$ cat config.mk
export PLATFORM = sky130hd
export DESIGN_NAME = fft_host
export DESIGN_NICKNAME = d
export VERILOG_FILES = /design/src/hdl/fft_pkg.sv /design/src/hdl/fft_buf.sv /design/src/hdl/fft_host.sv
export VERILOG_INCLUDE_DIRS = /design/src /design/src/hdl
export SDC_FILE = /design/constraint.sdc
export NUM_CORES = 1
export LEC_CHECK = 0
export ABC_AREA = 1
export BUFFER_PORTS_ARGS = -buffer_cell sky130_fd_sc_hd__clkbuf_2
export CAP_MARGIN = 15
export CORE_MARGIN = 2
export CORE_UTILIZATION = 30
export DETAILED_ROUTE_END_ITERATION = 10
export PLACE_DENSITY = 0.56
export REMOVE_ABC_BUFFERS = 1
export SYNTH_ARGS = -nofsm -noshare
export SYNTH_HDL_FRONTEND = slang
export SYNTH_SLANG_ARGS = --single-unit
$ cat constraint.sdc
create_clock -name clk_in -period 3.7 [get_ports clk_in]
set_clock_uncertainty 0.15 [all_clocks]
set_input_delay 0.185 -clock clk_in [delete_from_list [all_inputs] [get_ports clk_in]]
set_output_delay 0.185 -clock clk_in [all_outputs]
set_load 0.02 [all_outputs]
$ cat src/hdl/fft_defines.svh
// Constants for the fall-through FIFO slice controller.
`ifndef FFT_DEFINES_SVH
`define FFT_DEFINES_SVH
`define FFT_WORD_W 4
`define FFT_BUF_DEPTH 16
`define FFT_BITS_PER_WORD 4
`define FFT_SLICE_DEPTH 64
`define FFT_STROBE_NS 800
`define FFT_CLK_NS 100
`define FFT_STROBE_CYC ((`FFT_STROBE_NS + `FFT_CLK_NS - 1) / `FFT_CLK_NS)
`define FFT_MODE_PAR 1'b0
`define FFT_MODE_SER 1'b1
`endif

$ cat src/hdl/fft_pkg.sv
// Types for the fall-through FIFO slice controller.
package fft_pkg;
  typedef enum logic [2:0] {
    FFT_IDLE = 3'b000,
    FFT_LOAD = 3'b001,
    FFT_PUSH = 3'b010,
    FFT_CLKH = 3'b011,
    FFT_CLKL = 3'b100,
    FFT_WAIT = 3'b101
  } fft_wr_e;
  typedef enum logic [2:0] {
    FFT_RIDLE = 3'b000,
    FFT_RREQ = 3'b001,
    FFT_RTAKE = 3'b010,
    FFT_RSHH = 3'b011,
    FFT_RSHL = 3'b100,
    FFT_RDROP = 3'b101
  } fft_rd_e;
  typedef struct packed {
    logic parallel_load;
    logic serial_in_clk_n;
    logic serial_in_enable_n;
    logic push_to_stack_n;
    logic serial_in_bit;
    logic [3:0] par_in_bits;
  } fft_wr_pins_s;
  typedef struct packed {
    logic parallel_unload_strobe;
    logic serial_unload_req_n;
    logic serial_out_enable_n;
    logic serial_out_clk_n;
    logic out_enable_n;
  } fft_rd_pins_s;
endpackage

$ cat src/hdl/fft_buf.sv
// Parameterised word FIFO with combinational read data.
`timescale 1ns/100ps
module fft_buf #(
  parameter int WIDTH = 4,
  parameter int DEPTH = 16
) (
  input wire logic clk_in,
  input wire logic sys_rst_in,
  input wire logic clk_en_in,
  input wire logic wr_valid_in,
  output logic wr_ready_out,
  input wire logic [WIDTH-1:0] wr_data_in,
  output logic rd_valid_out,
  input wire logic rd_ready_in,
  output logic [WIDTH-1:0] rd_data_out
);
  localparam int AW = $clog2(DEPTH);
  logic [WIDTH-1:0] mem_q [DEPTH];
  logic [AW-1:0] wp_q;
  logic [AW-1:0] rp_q;
  logic [AW:0] cnt_q;
  logic do_wr;
  logic do_rd;
  assign wr_ready_out = (cnt_q != DEPTH[AW:0]);
  assign rd_valid_out = (cnt_q != '0);
  assign do_wr = clk_en_in && wr_valid_in && wr_ready_out;
  assign do_rd = clk_en_in && rd_ready_in && rd_valid_out;
  always_comb begin
    rd_data_out = mem_q[rp_q];
  end
  always_ff @(posedge clk_in) begin
    if (do_wr) begin
      mem_q[wp_q] <= wr_data_in;
    end
  end
  always_ff @(posedge clk_in) begin
    if (sys_rst_in) begin
      wp_q <= '0;
      rp_q <= '0;
      cnt_q <= '0;
    end else begin
      if (do_wr) begin
        wp_q <= wp_q + 1'b1;
      end
      if (do_rd) begin
        rp_q <= rp_q + 1'b1;
      end
      if (do_wr && !do_rd) begin
        cnt_q <= cnt_q + 1'b1;
      end else if (do_rd && !do_wr) begin
        cnt_q <= cnt_q - 1'b1;
      end
    end
  end
endmodule

$ cat src/hdl/fft_host.sv
// Host controller that feeds and drains one fall-through FIFO slice through its pins.
// Contract
// - Hold serial input clock low during load.
// - Hold parallel load low in serial entry.
// - Hold output clock low while loading.
// - Full ties push; valid ties request.
// - Chaining adds 63 words per slice.
// - Wide arrays share push and request.
`timescale 1ns/100ps
`include "fft_defines.svh"
module fft_host (
  input wire logic clk_in,
  input wire logic sys_rst_in,
  input wire logic clk_en_in,
  input wire logic wr_mode_in,
  input wire logic rd_mode_in,
  input wire logic wr_valid_in,
  output logic wr_ready_out,
  input wire logic [3:0] wr_data_in,
  output logic rd_valid_out,
  input wire logic rd_ready_in,
  output logic [3:0] rd_data_out,
  input wire logic in_reg_full_n_in,
  input wire logic output_reg_valid_in,
  input wire logic serial_out_bit_in,
  input wire logic [3:0] par_out_bits_in,
  output logic master_reset_n_out,
  output fft_pkg::fft_wr_pins_s wr_pins_out,
  output fft_pkg::fft_rd_pins_s rd_pins_out
);
  localparam logic [3:0] STROBE_CYC = 4'(`FFT_STROBE_CYC);
  fft_pkg::fft_wr_e wst_q;
  fft_pkg::fft_rd_e rst_q;
  logic [1:0] full_sync_q;
  logic [1:0] valid_sync_q;
  logic [1:0] sbit_sync_q;
  logic [3:0] pout_s1_q;
  logic [3:0] pout_s2_q;
  logic [3:0] wcnt_q;
  logic [3:0] rcnt_q;
  logic [1:0] wbit_q;
  logic [1:0] rbit_q;
  logic [3:0] wword_q;
  logic [3:0] rword_q;
  logic rvalid_q;
  logic rst_done_q;
  logic buf_ready;
  logic buf_valid;
  logic [3:0] buf_data;
  logic buf_take;
  logic buf_push;
  logic full_n;
  logic dev_valid;
  assign full_n = full_sync_q[1];
  assign dev_valid = valid_sync_q[1];
  // Words leave only while the slice shows room, so any chained depth behind it works unchanged.
  assign buf_take = clk_en_in && (wst_q == fft_pkg::FFT_IDLE) && buf_valid && rst_done_q && full_n;
  // The buffer accepts only words the user saw accepted, so a held valid is never written twice.
  assign buf_push = wr_valid_in && wr_ready_out;

  // Write data passes through the buffer so a stalled slice back-pressures the source.
  fft_buf #(.WIDTH(`FFT_WORD_W), .DEPTH(`FFT_BUF_DEPTH)) u_buf (
    .clk_in(clk_in),
    .sys_rst_in(sys_rst_in),
    .clk_en_in(clk_en_in),
    .wr_valid_in(buf_push),
    .wr_ready_out(buf_ready),
    .wr_data_in(wr_data_in),
    .rd_valid_out(buf_valid),
    .rd_ready_in(buf_take),
    .rd_data_out(buf_data)
  );

  always_ff @(posedge clk_in) begin
    if (sys_rst_in) begin
      // The full flag idles high, so its synchroniser starts there as well.
      full_sync_q <= 2'h3;
      valid_sync_q <= 2'h0;
      sbit_sync_q <= 2'h0;
      pout_s1_q <= 4'h0;
      pout_s2_q <= 4'h0;
    end else if (clk_en_in) begin
      full_sync_q <= {full_sync_q[0], in_reg_full_n_in};
      valid_sync_q <= {valid_sync_q[0], output_reg_valid_in};
      sbit_sync_q <= {sbit_sync_q[0], serial_out_bit_in};
      pout_s1_q <= par_out_bits_in;
      pout_s2_q <= pout_s1_q;
    end
  end

  always_ff @(posedge clk_in) begin
    if (sys_rst_in) begin
      wr_ready_out <= 1'b0;
    end else if (clk_en_in) begin
      wr_ready_out <= buf_ready && !(wr_valid_in && wr_ready_out);
    end
  end

  // Master reset is pulsed low for one strobe width after system reset.
  always_ff @(posedge clk_in) begin
    if (sys_rst_in) begin
      master_reset_n_out <= 1'b0;
      rst_done_q <= 1'b0;
    end else if (clk_en_in) begin
      if (!rst_done_q && wcnt_q == STROBE_CYC) begin
        master_reset_n_out <= 1'b1;
        rst_done_q <= 1'b1;
      end
    end
  end

  always_ff @(posedge clk_in) begin
    if (sys_rst_in) begin
      wst_q <= fft_pkg::FFT_IDLE;
      wcnt_q <= 4'h0;
      wbit_q <= 2'h0;
      wword_q <= 4'h0;
      wr_pins_out <= '{parallel_load: 1'b0, serial_in_clk_n: 1'b0, serial_in_enable_n: 1'b0,
                       push_to_stack_n: 1'b1, serial_in_bit: 1'b0, par_in_bits: 4'h0};
    end else if (clk_en_in) begin
      if (!rst_done_q) begin
        wcnt_q <= (wcnt_q == STROBE_CYC) ? 4'h0 : wcnt_q + 4'h1;
      end else begin
        case (wst_q)
          fft_pkg::FFT_IDLE: begin
            // A word left in the input register by a full stack keeps its push request standing.
            wr_pins_out.push_to_stack_n <= full_n;
            if (buf_take) begin
              wword_q <= buf_data;
              wcnt_q <= 4'h0;
              wbit_q <= 2'h0;
              if (wr_mode_in == `FFT_MODE_PAR) begin
                wr_pins_out.serial_in_clk_n <= 1'b0;
                wr_pins_out.par_in_bits <= buf_data;
                wr_pins_out.parallel_load <= 1'b1;
                wst_q <= fft_pkg::FFT_LOAD;
              end else begin
                wr_pins_out.parallel_load <= 1'b0;
                wr_pins_out.serial_in_bit <= buf_data[0];
                wr_pins_out.serial_in_clk_n <= 1'b1;
                wst_q <= fft_pkg::FFT_CLKH;
              end
            end
          end
          fft_pkg::FFT_LOAD: begin
            wcnt_q <= wcnt_q + 4'h1;
            if (wcnt_q == STROBE_CYC) begin
              wr_pins_out.parallel_load <= 1'b0;
              wcnt_q <= 4'h0;
              wst_q <= fft_pkg::FFT_PUSH;
            end
          end
          fft_pkg::FFT_CLKH: begin
            wcnt_q <= wcnt_q + 4'h1;
            if (wcnt_q == STROBE_CYC) begin
              wr_pins_out.serial_in_clk_n <= 1'b0;
              wcnt_q <= 4'h0;
              wst_q <= fft_pkg::FFT_CLKL;
            end
          end
          fft_pkg::FFT_CLKL: begin
            wcnt_q <= wcnt_q + 4'h1;
            if (wcnt_q == STROBE_CYC) begin
              wcnt_q <= 4'h0;
              if (wbit_q == 2'h3) begin
                wst_q <= fft_pkg::FFT_PUSH;
              end else begin
                wbit_q <= wbit_q + 2'h1;
                wr_pins_out.serial_in_bit <= wword_q[2'(wbit_q + 2'h1)];
                wr_pins_out.serial_in_clk_n <= 1'b1;
                wst_q <= fft_pkg::FFT_CLKH;
              end
            end
          end
          fft_pkg::FFT_PUSH: begin
            wcnt_q <= wcnt_q + 4'h1;
            if (wcnt_q == STROBE_CYC) begin
              wr_pins_out.push_to_stack_n <= 1'b0;
              wcnt_q <= 4'h0;
              wst_q <= fft_pkg::FFT_WAIT;
            end
          end
          fft_pkg::FFT_WAIT: begin
            wcnt_q <= wcnt_q + 4'h1;
            if (wcnt_q == STROBE_CYC) begin
              wcnt_q <= 4'h0;
              wst_q <= fft_pkg::FFT_IDLE;
            end
          end
          default: begin
            wst_q <= fft_pkg::FFT_IDLE;
          end
        endcase
      end
    end
  end

  // Read side: request a word, then take it in parallel or shift it out serially.
  always_ff @(posedge clk_in) begin
    if (sys_rst_in) begin
      rst_q <= fft_pkg::FFT_RIDLE;
      rcnt_q <= 4'h0;
      rbit_q <= 2'h0;
      rword_q <= 4'h0;
      rvalid_q <= 1'b0;
      rd_valid_out <= 1'b0;
      rd_data_out <= 4'h0;
      rd_pins_out <= '{parallel_unload_strobe: 1'b0, serial_unload_req_n: 1'b1,
                       serial_out_enable_n: 1'b0, serial_out_clk_n: 1'b0, out_enable_n: 1'b0};
    end else if (clk_en_in) begin
      if (rd_valid_out && rd_ready_in) begin
        rd_valid_out <= 1'b0;
      end else if (rvalid_q && !rd_valid_out) begin
        rd_valid_out <= 1'b1;
        rd_data_out <= rword_q;
        rvalid_q <= 1'b0;
      end
      case (rst_q)
        fft_pkg::FFT_RIDLE: begin
          rd_pins_out.serial_out_clk_n <= 1'b0;
          if (rst_done_q && !rvalid_q) begin
            rd_pins_out.parallel_unload_strobe <= 1'b1;
            rd_pins_out.serial_unload_req_n <= 1'b0;
            rcnt_q <= 4'h0;
            rst_q <= fft_pkg::FFT_RREQ;
          end
        end
        fft_pkg::FFT_RREQ: begin
          if (dev_valid) begin
            rcnt_q <= 4'h0;
            rbit_q <= 2'h0;
            rd_pins_out.serial_unload_req_n <= 1'b1;
            rst_q <= (rd_mode_in == `FFT_MODE_PAR) ? fft_pkg::FFT_RTAKE : fft_pkg::FFT_RSHH;
          end
        end
        fft_pkg::FFT_RTAKE: begin
          rcnt_q <= rcnt_q + 4'h1;
          if (rcnt_q == STROBE_CYC) begin
            rword_q <= pout_s2_q;
            rvalid_q <= 1'b1;
            rd_pins_out.parallel_unload_strobe <= 1'b0;
            rcnt_q <= 4'h0;
            rst_q <= fft_pkg::FFT_RDROP;
          end
        end
        fft_pkg::FFT_RSHH: begin
          rcnt_q <= rcnt_q + 4'h1;
          if (rcnt_q == STROBE_CYC) begin
            rword_q[rbit_q] <= sbit_sync_q[1];
            rd_pins_out.serial_out_clk_n <= 1'b1;
            rcnt_q <= 4'h0;
            rst_q <= fft_pkg::FFT_RSHL;
          end
        end
        fft_pkg::FFT_RSHL: begin
          rcnt_q <= rcnt_q + 4'h1;
          if (rcnt_q == STROBE_CYC) begin
            rd_pins_out.serial_out_clk_n <= 1'b0;
            rcnt_q <= 4'h0;
            if (rbit_q == 2'h3) begin
              rvalid_q <= 1'b1;
              rd_pins_out.parallel_unload_strobe <= 1'b0;
              rst_q <= fft_pkg::FFT_RDROP;
            end else begin
              rbit_q <= rbit_q + 2'h1;
              rst_q <= fft_pkg::FFT_RSHH;
            end
          end
        end
        fft_pkg::FFT_RDROP: begin
          rcnt_q <= rcnt_q + 4'h1;
          if (rcnt_q == STROBE_CYC && !dev_valid) begin
            rcnt_q <= 4'h0;
            rst_q <= fft_pkg::FFT_RIDLE;
          end
        end
        default: begin
          rst_q <= fft_pkg::FFT_RIDLE;
        end
      endcase
    end
  end
endmodule

==> impl_metrics.json <==
{
  "cts_sinks": 140,
  "multi_input_area_um2": 2450,
  "largest_register": "u_buf.mem_q",
  "die_area_um2": 22300,
  "netlist_top_cells_count": "nor2_1, nand2_1, o21ai_0, dfxtp_1, inv_1",
  "placed_area_um2": 6770,
  "cts_resized": 0,
  "cts_buffer_depth": 2,
  "fp-row-count": 53,
  "cap_violations": 0,
  "synth.area.top_cells": "edfxtp_1, dfxtp_1, nor2_1, o21ai_0, nand2_1",
  "fmax_mhz": 358,
  "critPathCaptureType": "flip-flop",
  "cp_num_buf_inv": 2,
  "synth_xor_area_frac": 0.00969,
  "core-area_um2": 20900,
  "grt_max_degree": 33,
  "synth_warnings": 0,
  "gp_congestion": 0.829,
  "p_leak_nw": 2.95,
  "seq_area_frac_synth": 0.544,
  "hold_buffers": 9,
  "cp-start-kind": "flip-flop",
  "synth_top_family_by_area": "simple AND/OR/NAND/NOR gates",
  "stdcell_area_um2": 7480,
  "netlist_area_um2": 6320,
  "timing.final.crit_share": 0.754,
  "grt.total_usage": 0.131,
  "slew_headroom": 0.601,
  "ys_ff_latch": 140,
  "reg_top3": "u_buf.mem_q: 64 flops, wr_pins_out: 8 flops, u_buf.cnt_q: 5 flops",
  "globalRoute.totalOverflow": 0,
  "ios": 39,
  "die_w_um": 149,
  "yosysTopAreaCell": "edfxtp_1",
  "cts-htree-levels": 4,
  "worstPathArrival_ns": 2.95,
  "worstSkewPairLatency_ns": 0.43,
  "slew_violations": 0,
  "muxShareOfSynthArea": 0,
  "wl_per_cell_um": 13.1,
  "drt_iter0_drc": 295,
  "yosysMostFrequentCell": "nor2_1",
  "drcViolationCount": 0,
  "cts_tree": "done",
  "ir_drop_mv": 0.327,
  "dr.pass1.iters": 4,
  "crit_path_max_fanout": 12,
  "yosysUniqueCellTypes": 38,
  "yosysTopAreaCellShare": 0.304,
  "synth_adder_area_share": 0.0388,
  "antenna_found_initial": 0,
  "power_density_nw_per_um2": 491,
  "n_fill_cell": 2102,
  "critPathSlowestCell": "o21ai_2",
  "drive_gt1_frac": 0.143,
  "seqCellArea_um2": 3440,
  "critPathKind": "reg2reg",
  "rsz0062_at_grt": "no",
  "nets": 800,
  "synth_async_sr_flop_share": 0,
  "num_vias": 4792,
  "syn_area_per_cell_um2": 8.81,
  "grt_pass1_wl_um": 22900,
  "largest_register_ffs": 64,
  "fin_cells": 1051,
  "clkTransAtPathRegs_ns": 0.06,
  "cp_cell_sequence": "nor2_1 -> nand3_1 -> o21ai_2 -> ha_1 -> inv_1 -> ha_1 -> nand2_1 -> nor2_1 -> a211oi_1 -> xnor2_1 -> o21ai_0 -> inv_1",
  "crit_family": "compound AO/OA/AOI/OAI gates",
  "fin_util": 0.358,
  "dp_hpwl_um": 9150,
  "dp_cells": 1010,
  "power_w": 0.00367,
  "syn_to_final_growth_pct": 18.2,
  "vias_per_cell": 4.56,
  "first_global_vias": 4678,
  "hold_viol": 0,
  "period_needed_ns": 2.79,
  "max_stage_delay_ns": 0.49,
  "initial_core_util": 0.303,
  "tightest_slew_ns": 0.598,
  "ant_nets": 0,
  "synth_flop_cell": "dfxtp_1",
  "cts_root_buf": "clkbuf_16",
  "die_h_um": 149,
  "portBuffers": 35,
  "setup_viol": 0,
  "synth-compound-area-share": 0.147,
  "cp.required_ns": 3.86,
  "hp-class": "in2reg",
  "postCtsSetupBuffers": 0,
  "synthSimpleGateAreaFrac": 0.191,
  "fin_tns_setup_ns": 0,
  "cts_made_buffers": 17,
  "wl_um": 13800,
  "status": "complete, no violations",
  "synthCells": 718,
  "n_antenna_cell": 0,
  "synth_edf_count": 64
}
## through the flow
step / setup WS (ns) / hold WS [ns]
finish: 0.909 / 0.0166
global route: 0.687 / 0.0690
CTS: 0.883 / 0.00575
detailed placement: 0.883 / 0.261
global placement: 0.973 / 0.258
floorplan: 1.20 / 0.104
## final cells by class
class                      instances  share of cell area
clock inverter                    15              0.0253
inverter                          82              0.0418
multi-input combinational        472               0.328
sequential                       140               0.460
clock buffer                      17              0.0569
timing repair buffer              50              0.0415
tap                              275              0.0460
## worst register-to-register path, delay by kind of cell (launching register included)
kind                     cells  cell delay (ns)
AO/OA/AOI/OAI                3             0.89
XOR/XNOR                     1             0.10
adder cells (fa/ha/maj)      2             0.70
buffers and inverters        2             0.16
flip-flops                   1             0.33
AND/OR/NAND/NOR              4             0.35
## routing by layer
metal | vias to the layer above | wire [µm] | GRT usage
met2 | 102 | 6590 | 0.216
met4 | 0 | 292 | 0.0543
met3 | 21 | 641 | 0.0358
met1 | 2183 | 6250 | 0.161
li1 | 2486 | - | -
met5 | - | 0 | 0
## cell usage in the layout (no fill, tap or decap), types with 2 or more instances in the layout
cell type and instances:
a211oi_1 4, a21oi_1 50, a21oi_2 4, a31oi_1 2
buf_4 6, bufinv_16 3, clkbuf_16 17, clkbuf_2 35
clkinv_4 5, clkinvlp_4 3, conb_1 3, dfxtp_1 76
dlygate4sd3_1 9, edfxtp_1 64, ha_1 18, inv_1 74
inv_2 7, inv_6 3, nand2_1 90, nand2_2 7
nand2_4 3, nand3_1 39, nand3_2 2, nand4_1 3
nor2_1 118, nor2_2 5, nor2_4 5, nor3_1 3
o211ai_1 14, o21ai_0 77, o21ai_1 10, o21ai_2 2
xnor2_1 3, xor2_1 4
## final timing paths
| kind | startpoint | to | slack [ns] | cells past startpoint |
|---|---|---|---|---|
| min reg2reg | full_sync_q[1]$_SDFFE_PP1P_ | full_sync_q[1]$_SDFFE_PP1P_ | 0.31 | 2 |
| min | rd_mode_in | rst_q[0]$_SDFFE_PP0P_ | 0.02 | 5 |
| max reg2reg | u_buf.cnt_q[3]$_SDFFE_PP0P_ | u_buf.cnt_q[3]$_SDFFE_PP0P_ | 0.91 | 12 |
| max | u_buf.cnt_q[3]$_SDFFE_PP0P_ | u_buf.cnt_q[3]$_SDFFE_PP0P_ | 0.91 | 12 |
## where the power goes
| part | switching, W | internal (W) | total (W) |
|---|---|---|---|
| combinational | 0.000153 | 0.0000782 | 0.000232 |
| sequential | 0.0000240 | 0.00164 | 0.00167 |
| clock | 0.000697 | 0.00107 | 0.00177 |
## cell families after synthesis
logic type | count (synthesis)
XOR/XNOR | 7
buffers and inverters | 108
flip-flops | 140
adder cells (fa/ha/maj) | 19
other | 1
AND/OR/NAND/NOR | 276
AO/OA/AOI/OAI | 167
(Power assumes the default switching activity.)
